--- config.mk ---
export PLATFORM = sky130hd
export DESIGN_NAME = rbi_busy
export DESIGN_NICKNAME = d
export VERILOG_FILES = /design/src/hdl/rbi_pkg.sv /design/src/hdl/rbi_busy.sv
export SDC_FILE = /design/constraint.sdc
export NUM_CORES = 2
export LEC_CHECK = 0
export BUFFER_PORTS_ARGS = -buffer_cell sky130_fd_sc_hd__buf_4
export CAP_MARGIN = 40
export CORE_ASPECT_RATIO = 1.75
export CORE_MARGIN = 5
export CORE_UTILIZATION = 30
export DETAILED_ROUTE_END_ITERATION = 12
export PLACE_DENSITY = 0.52
export RECOVER_POWER = 25
export SETUP_SLACK_MARGIN = 0.1
export SYNTH_ARGS = -nofsm -noshare
export SYNTH_HDL_FRONTEND = slang
export SYNTH_SLANG_ARGS = --single-unit
export TNS_END_PERCENT = 1
--- constraint.sdc ---
create_clock -name REF_CLK -period 4.45 [get_ports REF_CLK]
set_clock_uncertainty 0.1 [all_clocks]
set_input_delay 0.2225 -clock REF_CLK [delete_from_list [all_inputs] [get_ports REF_CLK]]
set_output_delay 0.2225 -clock REF_CLK [all_outputs]
set_load 0.005 [all_outputs]
--- src/hdl/rbi_pkg.sv ---
// constants and types shared by the radio busy indicator design
// How it works
// - all-ones destination frames reach every channel listener
// - local address all-ones accepts every frame on channel
// - after power-up busy low during self-test
// - self-test done raises busy, mode pins apply
// - busy low for tx, rx output, self-test
// - buffered input split into radio packets
// - 512-byte buffer; short bursts never overflow
// - busy low until buffer handed to radio
// - busy may rise once last packet starts
// - started last packet leaves buffer empty again
// - pending serial output also holds busy low
// - self-test on power-on, reset command, sleep exit
// - any busy cause drives low; none drives high
// - mode pins ignored while busy is low, except at self-test start
// - pending mode switch done within 1 ms
// - mode change while idle takes effect directly
// - parameter reload holds busy low
// - two pins pick normal, wake, saving, sleep

package rbi_pkg;

	// clock and timing
	localparam int CLK_HZ         = 10_000_000;
	localparam int SELFTEST_US    = 20_000;
	localparam int SELFTEST_CYC   = SELFTEST_US * (CLK_HZ / 1_000_000);
	localparam int TX_IDLE_US     = 3_000;
	localparam int TX_IDLE_CYC    = TX_IDLE_US * (CLK_HZ / 1_000_000);

	// buffer and packets
	localparam int BUF_DEPTH      = 512;
	localparam int BYTE_W         = 8;
	localparam int LVL_W          = 10;
	localparam logic [LVL_W-1:0] PKT_BYTES = 10'h03A;

	// addressing
	localparam logic [15:0] ADDR_ALL = 16'hFFFF;

	// operating modes, high pin then low pin
	localparam logic [1:0] MODE_NORMAL = 2'h0;
	localparam logic [1:0] MODE_WAKE   = 2'h1;
	localparam logic [1:0] MODE_SAVE   = 2'h2;
	localparam logic [1:0] MODE_SLEEP  = 2'h3;
	localparam logic [1:0] MODE_RESET  = 2'h0;

	// received frame header from the radio
	typedef struct packed {
		logic [15:0] dest;
		logic [7:0]  chan;
	} rbi_hdr_type;

	// local address configuration
	typedef struct packed {
		logic [15:0] addr;
		logic [7:0]  chan;
	} rbi_cfg_type;

	// transmit path states
	typedef enum logic [1:0] {
		TX_IDLE,
		TX_WAIT,
		TX_LOAD,
		TX_GO
	} rbi_tx_type;

endpackage

--- src/hdl/rbi_busy.sv ---
// busy indicator, transmit buffer, packet loader and mode control
`timescale 1ns/1ps
`default_nettype none

// byte buffer between serial input and radio loader
module rbi_fifo #(
	parameter int WIDTH = 8,
	parameter int DEPTH = 512,
	parameter int LW    = 10
) (
	// clock and reset
	input  wire logic             clk,
	input  wire logic             nrst,
	// fill side
	input  wire logic             in_valid,
	output logic                  in_ready,
	input  wire logic [WIDTH-1:0] in_data,
	// drain side
	output logic                  out_valid,
	input  wire logic             out_ready,
	output logic      [WIDTH-1:0] out_data,
	// fill level
	output logic      [LW-1:0]    level
);
	// count is wider than the pointers so full and empty differ
	localparam int AW = $clog2(DEPTH);

	logic [WIDTH-1:0] mem [DEPTH];
	logic [AW-1:0]    wr_q;
	logic [AW-1:0]    rd_q;
	logic [LW-1:0]    cnt_q;
	wire              push;
	wire              pop;

	// handshakes on both sides
	assign in_ready  = (cnt_q != LW'(DEPTH));
	assign out_valid = (cnt_q != '0);
	assign push      = in_valid && in_ready;
	assign pop       = out_valid && out_ready;
	assign out_data  = mem[rd_q];
	assign level     = cnt_q;

	// storage has no reset; pointers guard it
	always_ff @(posedge clk) begin
		if (push) begin
			mem[wr_q] <= in_data;
		end
	end

	// pointers and occupancy
	// pointers wrap by themselves, the depth being a power of two
	always_ff @(posedge clk or negedge nrst) begin
		if (!nrst) begin
			wr_q  <= '0;
			rd_q  <= '0;
			cnt_q <= '0;
		end else begin
			if (push) wr_q <= wr_q + 1'b1;
			if (pop) rd_q <= rd_q + 1'b1;
			cnt_q <= cnt_q + LW'(push) - LW'(pop);
		end
	end
endmodule

// top of the busy indicator
module rbi_busy #(
	parameter int SELFTEST_CYC = rbi_pkg::SELFTEST_CYC,
	parameter int TX_IDLE_CYC  = rbi_pkg::TX_IDLE_CYC
) (
	// clock and reset
	input  wire logic                 REF_CLK,
	input  wire logic                 NRST,
	// serial input bytes from the host
	input  wire logic                 RX_BYTE_VALID,
	input  wire logic [7:0]           RX_BYTE,
	output logic                      RX_BYTE_READY,
	// bytes loaded into the radio
	output logic                      RADIO_BYTE_VALID,
	output logic      [7:0]           RADIO_BYTE,
	input  wire logic                 RADIO_BYTE_READY,
	output logic                      RADIO_TX_GO,
	// received frame headers
	input  wire logic                 FRAME_VALID,
	input  wire rbi_pkg::rbi_hdr_type FRAME_HDR,
	input  wire rbi_pkg::rbi_cfg_type CFG,
	output logic                      FRAME_ACCEPT,
	// serial output still draining
	input  wire logic                 SER_OUT_PENDING,
	// control events and mode pins
	input  wire logic                 RESET_CMD,
	input  wire logic                 MODE_SELECT_LOW,
	input  wire logic                 MODE_SELECT_HIGH,
	// status
	output logic      [1:0]           MODE,
	output logic                      PARAM_RELOAD,
	output logic                      AUX_OUT,
	output logic                      AUX_OE
);
	localparam int LW = rbi_pkg::LVL_W;

	rbi_pkg::rbi_tx_type tx_q;
	rbi_pkg::rbi_tx_type tx_d;
	logic [31:0]   st_cnt_q;
	logic          st_q;
	logic [31:0]   idle_q;
	logic [LW-1:0] pk_q;
	logic          rdy_q;
	logic          rv_q;
	logic [7:0]    rb_q;
	logic          go_q;
	logic          acc_q;
	logic [1:0]    mode_q;
	logic          aux_q;
	logic          oe_q;

	wire           f_in_ready;
	wire           f_out_valid;
	wire  [7:0]    f_out_data;
	wire  [LW-1:0] f_level;
	wire           f_pop;
	wire           push;
	wire           slot_free;
	wire           pkt_full;
	wire           timed_out;
	wire           load_done;
	wire           tx_busy;
	wire           busy;
	wire  [1:0]    pins;
	wire           mode_take;
	wire           sleep_exit;
	wire           st_start;
	wire           chan_ok;
	wire           addr_ok;

	// transmit buffer, 512 bytes deep
	rbi_fifo #(
		.WIDTH (rbi_pkg::BYTE_W),
		.DEPTH (rbi_pkg::BUF_DEPTH),
		.LW    (LW)
	) u_buf (
		.clk       (REF_CLK),
		.nrst      (NRST),
		.in_valid  (push),
		.in_ready  (f_in_ready),
		.in_data   (RX_BYTE),
		.out_valid (f_out_valid),
		.out_ready (f_pop),
		.out_data  (f_out_data),
		.level     (f_level)
	);

	// input accepted only on the registered ready
	assign push      = RX_BYTE_VALID && rdy_q && f_in_ready;
	assign slot_free = !rv_q || RADIO_BYTE_READY;
	assign f_pop     = (tx_q == rbi_pkg::TX_LOAD) && f_out_valid
		&& slot_free && (pk_q != rbi_pkg::PKT_BYTES);
	// a full packet loads at once; a short tail waits for the timeout
	assign pkt_full  = (f_level >= rbi_pkg::PKT_BYTES);
	assign timed_out = (idle_q >= 32'(TX_IDLE_CYC));
	// packet closes only once no byte is left in flight to the radio
	assign load_done = (pk_q == rbi_pkg::PKT_BYTES || !f_out_valid)
		&& slot_free && !f_pop;

	// transmit sequencing: wait, load, start
	always_comb begin
		tx_d = tx_q;
		unique case (tx_q)
			rbi_pkg::TX_IDLE: if (f_out_valid) tx_d = rbi_pkg::TX_WAIT;
			rbi_pkg::TX_WAIT: if (pkt_full || timed_out) begin
				tx_d = rbi_pkg::TX_LOAD;
			end
			rbi_pkg::TX_LOAD: if (load_done) tx_d = rbi_pkg::TX_GO;
			rbi_pkg::TX_GO: begin
				// go pulse ends the packet; bytes left in the buffer go back to wait, else idle
				tx_d = f_out_valid ? rbi_pkg::TX_WAIT
					: rbi_pkg::TX_IDLE;
			end
		endcase
	end

	// busy while data waits, loads or has yet to start
	// a started last packet no longer holds the pin low
	assign tx_busy = (tx_q != rbi_pkg::TX_IDLE) || f_out_valid;
	assign busy    = st_q || tx_busy || SER_OUT_PENDING;

	// mode pins, sampled while idle and at the start of each self-test
	assign pins       = {MODE_SELECT_HIGH, MODE_SELECT_LOW};
	assign mode_take  = aux_q && !busy && (pins != mode_q);
	assign sleep_exit = mode_take && (mode_q == rbi_pkg::MODE_SLEEP);
	assign st_start   = RESET_CMD || sleep_exit;

	// address filter for received frames
	// all-ones on either side turns the address test into a pass
	assign chan_ok = (FRAME_HDR.chan == CFG.chan);
	assign addr_ok = (FRAME_HDR.dest == CFG.addr)
		|| (FRAME_HDR.dest == rbi_pkg::ADDR_ALL)
		|| (CFG.addr == rbi_pkg::ADDR_ALL);

	// transmit state, packet and idle counters
	always_ff @(posedge REF_CLK or negedge NRST) begin
		if (!NRST) begin
			tx_q   <= rbi_pkg::TX_IDLE;
			idle_q <= '0;
			pk_q   <= '0;
		end else begin
			tx_q   <= tx_d;
			// a fresh byte restarts the end-of-input wait
			idle_q <= (push || tx_q != rbi_pkg::TX_WAIT) ? '0
				: idle_q + 32'h1;
			pk_q   <= (tx_q != rbi_pkg::TX_LOAD) ? '0
				: pk_q + LW'(f_pop);
		end
	end

	// radio byte stage and start pulse
	always_ff @(posedge REF_CLK or negedge NRST) begin
		if (!NRST) begin
			rv_q <= 1'b0;
			rb_q <= 8'h00;
			go_q <= 1'b0;
		end else begin
			if (f_pop) begin
				rv_q <= 1'b1;
				rb_q <= f_out_data;
			end else if (RADIO_BYTE_READY) begin
				rv_q <= 1'b0;
			end
			go_q <= (tx_q == rbi_pkg::TX_LOAD) && load_done;
		end
	end

	// two free slots keep one in-flight byte safe
	// ready is registered, so it lags the fill level by one cycle
	always_ff @(posedge REF_CLK or negedge NRST) begin
		if (!NRST) begin
			rdy_q <= 1'b0;
		end else begin
			rdy_q <= (f_level < LW'(rbi_pkg::BUF_DEPTH - 2));
		end
	end

	// self-test and parameter reload timer
	// a restart wins over a counter that is just ending
	always_ff @(posedge REF_CLK or negedge NRST) begin
		if (!NRST) begin
			st_q     <= 1'b1;
			st_cnt_q <= '0;
		end else if (st_start) begin
			st_q     <= 1'b1;
			st_cnt_q <= '0;
		end else if (st_q) begin
			st_cnt_q <= st_cnt_q + 32'h1;
			if (st_cnt_q >= 32'(SELFTEST_CYC - 1)) st_q <= 1'b0;
		end
	end

	// applied mode follows pins when idle and at the start of each self-test
	// leaving sleep restarts self-test through st_start
	always_ff @(posedge REF_CLK or negedge NRST) begin
		if (!NRST) begin
			mode_q <= rbi_pkg::MODE_RESET;
		end else if (st_q && !st_start && st_cnt_q == '0) begin
			// configure from pins at start of each self-test
			mode_q <= pins;
		end else if (mode_take) begin
			mode_q <= pins;
		end
	end

	// busy pin: low wins over every idle cause
	// registered so the pin never glitches, at one cycle of latency
	always_ff @(posedge REF_CLK or negedge NRST) begin
		if (!NRST) begin
			aux_q <= 1'b0;
			acc_q <= 1'b0;
		end else begin
			aux_q <= !busy;
			acc_q <= FRAME_VALID && chan_ok && addr_ok;
		end
	end

	// enable held high even in reset so the pin never floats
	always_ff @(posedge REF_CLK or negedge NRST) begin
		if (!NRST) begin
			oe_q <= 1'b1;
		end else begin
			oe_q <= 1'b1;
		end
	end

	// outputs straight from flip-flops
	assign RX_BYTE_READY    = rdy_q;
	assign RADIO_BYTE_VALID = rv_q;
	assign RADIO_BYTE       = rb_q;
	assign RADIO_TX_GO      = go_q;
	assign FRAME_ACCEPT     = acc_q;
	assign MODE             = mode_q;
	assign PARAM_RELOAD     = st_q;
	assign AUX_OUT          = aux_q;
	// pin is always driven, never floated
	assign AUX_OE           = oe_q;
endmodule

`default_nettype wire

# After elaboration in Yosys (flattened, before gate mapping)
# Memories as Yosys holds them, arrays and structs flattened. A register that Yosys moved wholly into a read port is not among the register bits.
# Index checks and enable logic that the tools add are counted.
# Widths: inputs -> output; s select.
# op_classes
n_addsub,7
order_cmp,4
eq_ne,17
mux,18
reduce_logical,41
# op_table
cell,count
$mux 32,3
$add 32x1->32 const B,2
$eq 16x16->1 const B,2
$ge 32x15->1 const B,1
$ge 32x18->1 const B,1
$logic_not 32->1,1
$add 10x1->10,2
$add 9x1->9 const B,2
$logic_and 1x1->1,17
$eq 16x16->1,1
$eq 10x6->1 const B,1
$ge 10x6->1 const B,1
$logic_or 1x1->1,10
$lt 10x9->1 const B,1
$mux 10,1
$mux 2,5
$ne 10x10->1 const B,1
$ne 10x6->1 const B,1
$reduce_bool 10->1,1
$sub 10x1->10,1
$eq 8x8->1,1
$mux 1,8
$ne 2x2->1 const B,4
$pmux 2 s4,1
other kinds (8),18
# word_totals
register_bits,112
mem_bits_rw,4096
input_bits,65
word_cells,102
memories,1
# memory_table
memory,depth,word_bits,rd,rd_clocked_by_memory_dff,wr,line,source
u_buf.mem,512,8,1,1,1,rbi_busy.sv:28,logic [WIDTH-1:0] mem [DEPTH];

# Depth between registers and ports, before layout
# depth
ltp_word,13
depth_mapped,20

# Hierarchy
# From an unflattened synthesis, not the netlist that was laid out.
# hier_totals
cells_unflattened,7869
area_unflattened_um2,164272.6
# modules_own_cells
mod,n_inst,cells_each,area_per_inst_um2
rbi_fifo,1,7356,159210.2
rbi_busy,1,513,5062.4

# Worst setup path after synthesis
# No wires, ideal clock.
# synth_path
kind,flip-flop to flip-flop
start,"reg u_buf.cnt_q[6], in the netlist u_buf.level[6]"
end,"reg u_buf.cnt_q[8], in the netlist u_buf.level[8]"
setup_ps,123
arrival_time_ps,3482
t_required_ps,4227
slack_ps,745
stages_incl_launch_ff,21
n_path_buf,0
synth_period_minus_slack_ps,3705
cell_sequence,dfrtp_1 inv_1 ha_1 and2_1 nand4b_1 a21boi_0 nand3_2 clkinv_1 ha_1 inv_1 ha_1 inv_1 fa_1 nand2b_1 a21oi_1 o21ai_0 a21oi_1 o21ai_0 a21oi_1 nor2_1 xnor2_1
# synth_via
elab_chain_len,6
word_cells_on_any_way,10
# synth_lines
element,line,source
start: declaration,rbi_busy.sv:31,logic [LW-1:0] cnt_q;
start signal: assignment,rbi_busy.sv:60,cnt_q <= cnt_q + LW'(push) - LW'(pop);
$reduce_bool 10->1 *,rbi_busy.sv:37,assign out_valid = (cnt_q != '0);
$logic_and 1x1->1,rbi_busy.sv:155,assign f_pop = (tx_q == rbi_pkg::TX_LOAD) && f_out_valid
$logic_and 1x1->1 (2 in a row),rbi_busy.sv:156,&& slot_free && (pk_q != rbi_pkg::PKT_BYTES);
$logic_and 1x1->1 *,rbi_busy.sv:39,assign pop = out_valid && out_ready;
named net u_buf.pop,rbi_busy.sv:33,wire pop;
$sub 10x1->10 *,rbi_busy.sv:60,
# Mark *: on every way through the listed nets, which the timed path passes. The rest lies on a longest branch.
# A chain may end at the register's enable or synchronous reset.

# Worst setup path in the final report
# layout_path
start,in RX_BYTE[3]
end,"mem u_buf.mem[249][3], data pin"
# layout_rtl
element,line,source
start: declaration,rbi_busy.sv:75,"input wire logic [7:0] RX_BYTE,"
end: declaration,rbi_busy.sv:28,
# Straight into the memory's write port.

==> results.md <==
* Run status: finished, violations left
* Failing checks: max-capacitance violations, max-slew violations, negative setup slack
* Critical path's largest stage delay at 3.34 ns
* Initial antenna violation count at 27
* Clk Latency, worst-skew pair at 0.96 ns
* Synth Cell Area at 166500 µm²
* Origin of the worst setup path: RX_BYTE[3]
* Synth Area in Compound Gates at 0.03174
* Crit share post-route at 1.034
* Final core occ at 0.3469
* PD cells at 597.2 nW/µm²
* GR peak layer: met2
* Worst reg-to-reg setup slack at 0.03 ns
* Delay-heaviest family, CP: buffers and inverters
* Routed len/inst at 32.59 µm
* Worst-path cell chain: dlygate4sd3_1 -> clkbuf_1 -> clkbuf_2
* Multiplexer share of the synthesized area at 0.1500
* Starting density of the core at 0.3004
* Max-Cap Viols at 15
* Simple-gate share of the synthesized area at 0.02980
* Least-Margin Pin Slew at 5.028 ns
* Achievable Freq at 0.2173 GHz
* TritonCTS clock tree: built
* Syn Inst Count at 8179
* Share of flip-flops with an asynchronous set or reset at 0.02846
* FP Rows at 362
* Ys Warns at 0
* PortBufs at 80
* Largest net degree at the start of global routing at 156
* Sequential fraction of the synthesis area at 0.7566
* First-pass GRT wire length at 742.7 mm
* Worst path slowest cell: clkbuf_1
* Hold Crit Depth at 6
* Root Driver: clkbuf_16
* Max Transition Viols Final at between 1000 and 1500
* Largest family of logic cells by synthesized area: multiplexers
* Post-route setup slack at -0.1518 ns
* Worst r2r dst: RADIO_BYTE[0]
* Netlist cell types at 92
* Setup crit end: u_buf.mem[249][3]
* Worst path buffer plus inverter count at 3
* Layout fillers at 51770
* Seq cells post-synth at 4216
* Setup TNS at -6.193 ns
* Chip width at 573.2 µm
* Multi-input logic area at 36930 µm²
* Max Buffers Root-to-Sink at 4
* Die Ht at 995.6 µm
* Mapped Avg Cell Area at between 20 and 25 µm²
* Placed Area at 180100 µm²
* Dpl cells at 15814
* H-Tree Depth at 5
* Slew headroom at -2.352
* DR vias/cell at 5.222
* Met1 Usage GRT at 0.1991
* DRC viols at 0
* Register Area at ~130000 µm²
* M2 GR Usage at 0.3344
* Final setup viols at 47
* Adder-cell share of the synthesized area at 0.002825
* Main synth FF type: edfxtp_1
* Post-route non-filler standard cell count at 16566
* CP arrival at 5.18 ns
* Layout cells sized above 1 at 0.2528
* Pre-antenna DRT Iters at 6
* Finished Cell Area at between 150000 and 200000 µm²
* Overflow after GRT at 0
* Placer Congestion at 0.8785
* Crit path max fanout at between 60 and 70
* Final worst path period need at ~4.6 ns
* CTS Sinks at 4216
* Vias in the first global route at 90156
* Final Hold Vio Count at 0
* Post-Route WL at 539.9 mm
* Area grow syn2layout at 15.49%
* ANT nets after route at 0
* Met3 usage at 0.02343
* HP Class: in2reg
* RSZ-0062 raised after global routing: no
* Worst VDD drop at roughly 520 µV
* Leak Pwr at around 60 nW
* Critical setup path kind: in2reg
* IO Pins at 82
* CP startpoint kind: primary input
* Critical Path RT at 5.03 ns
* Core Area at 554400 µm²
* GR Util All Layers at 0.1831
* Die footprint at between 500000 and 600000 µm²
* CP Capture Type: register
* Starting DRT DRC Count at 8696
* EDFF count, synth at 4096
* CTS Buf Count at 370
* Worst-path clk slew at around 0.06 ns
* Vias at a little under 90000
* Worst r2r src: u_buf.rd_q[1]
* Levels on crit path at 3
* XOR/XNOR Fraction of Synth Area at 0.005996
* Syn Nets at 8281
* Final Net Count at roughly 9000
* Reg2Reg Depth at 10
* HPWL Detailed at 357.3 mm
==> power by group <==
| group | internal, mW | switching, mW | total, mW |
|---|---|---|---|
| registers | 43.8 | 0.466 | 44.3 |
| logic | 14.4 | 23.5 | 37.9 |
| clock network | 17.9 | 14.8 | 32.7 |
| total | 76.1 | 38.8 | 115 |
==> tightest hold or removal path, stage by stage <==
cell and delay (ns):
buf_4 0.12, nand4_1 0.06, nor4_1 0.05, nor2_1 0.10, a21oi_1 0.07, dlygate4sd3_1 0.55
==> synthesized netlist by cell type (all sizes together), types with 26 or more instances <==
cell type     n  area, µm²
clkbuf      213       1151
inv          43      161.4
a31oi        26      162.7
dfrtp       119       2978
a211oi       61      462.9
a22oi        75      563.0
ha           36      450.4
o21ai       113      565.5
o221ai       35      306.5
o22ai        63      394.1
xnor2        48      420.4
xor2         66      578.1
buf         284       2511
nor3         35      175.2
mux2i       412       4124
nand2       236      890.9
nand4        41      256.5
mux4        911      20690
nor2        669       2514
a221oi       99      904.6
edfxtp     4096     123000
nand3        67      340.3
a21oi       162      810.8
==> routing by layer <==
| metal | share of wire | routed length [µm] |
|---|---|---|
| met3 | 0.051 | 27450 |
| met1 | 0.34 | 185200 |
| met5 | 0.00017 | 94 |
| met4 | 0.077 | 41520 |
| met2 | 0.53 | 285700 |
==> final cells by class <==
type	instances	share of cell area
repair buffers	892	0.04170
flip-flops and latches	4216	0.6553
clock buffers	462	0.05136
well taps	7280	0.04736
multi-input cells	3420	0.1920
inverters	46	0.0009759
clock inverters	221	0.01092
diodes	29	0.0003773
==> worst min-delay path by stage <==
stage	slack [ns]	endpoint	from
after floorplan	-0.17	AUX_OUT	NRST
after global placement	0.22	RADIO_TX_GO	NRST
after detailed placement	0.23	RADIO_TX_GO	NRST
after CTS	0.15	FRAME_ACCEPT	FRAME_HDR[16]
after global routing	0.20	FRAME_ACCEPT	FRAME_HDR[16]
final	0.19	FRAME_ACCEPT	FRAME_HDR[16]
==> registers in the layout, indices dropped and copies added (netlist names), 2 cells and up <==
name         count
idle_q          32
RADIO_BYTE       8
u_buf.level     10
MODE             2
tx_q             2
u_buf.mem     4096
pk_q            10
u_buf.rd_q       9
u_buf.wr_q       9
st_cnt_q        32
==> cell families (layout without fill, tap and decap cells) <==
| group | Yosys count | after routing |
|---|---|---|
| AO/OA/AOI/OAI | 765 | 765 |
| XOR/XNOR | 114 | 114 |
| adder cells (fa/ha/maj) | 37 | 37 |
| buffers and inverters | 543 | 1621 |
| flip-flops | 4216 | 4216 |
| multiplexers | 1337 | 1337 |
| other | 1 | 30 |
| AND/OR/NAND/NOR | 1166 | 1166 |
==> what timing repair did <==
action,in CTS,in global routing
hold buffers,27,0
hold endpoints to repair,1139,0
buffers inserted,0,10
setup endpoints to repair,2,2
resized for setup,1,3
==> metrics by stage <==
step	hold slack [ns]	total power, mW	setup WS, ns
after floorplan	-0.1731	65.66	0.7448
after global placement	0.2215	82.57	0.08561
after detailed placement	0.2309	82.92	0.09154
after CTS	0.1478	115.4	0.08198
after global routing	0.2012	117.8	0.05359
final	0.1908	114.9	-0.1518
==> placed cells by master (no fill, tap or decap), types with 36 or more instances in the layout <==
cell	n
a211oi_1	59
edfxtp_1	4096
mux4_2	864
xnor2_1	48
clkbuf_1	87
buf_4	714
buf_12	96
ha_1	36
a21oi_1	162
mux4_1	47
nand3_1	65
a221oi_1	92
a22oi_1	75
clkinv_1	74
o21ai_0	101
xor2_1	66
clkbuf_16	380
clkinv_2	65
nor2_1	662
mux2i_1	412
nand4_1	41
nand2_1	217
dfrtp_1	112
inv_1	41
o22ai_1	61
Note: power is estimated with default switching activity, not from simulation.
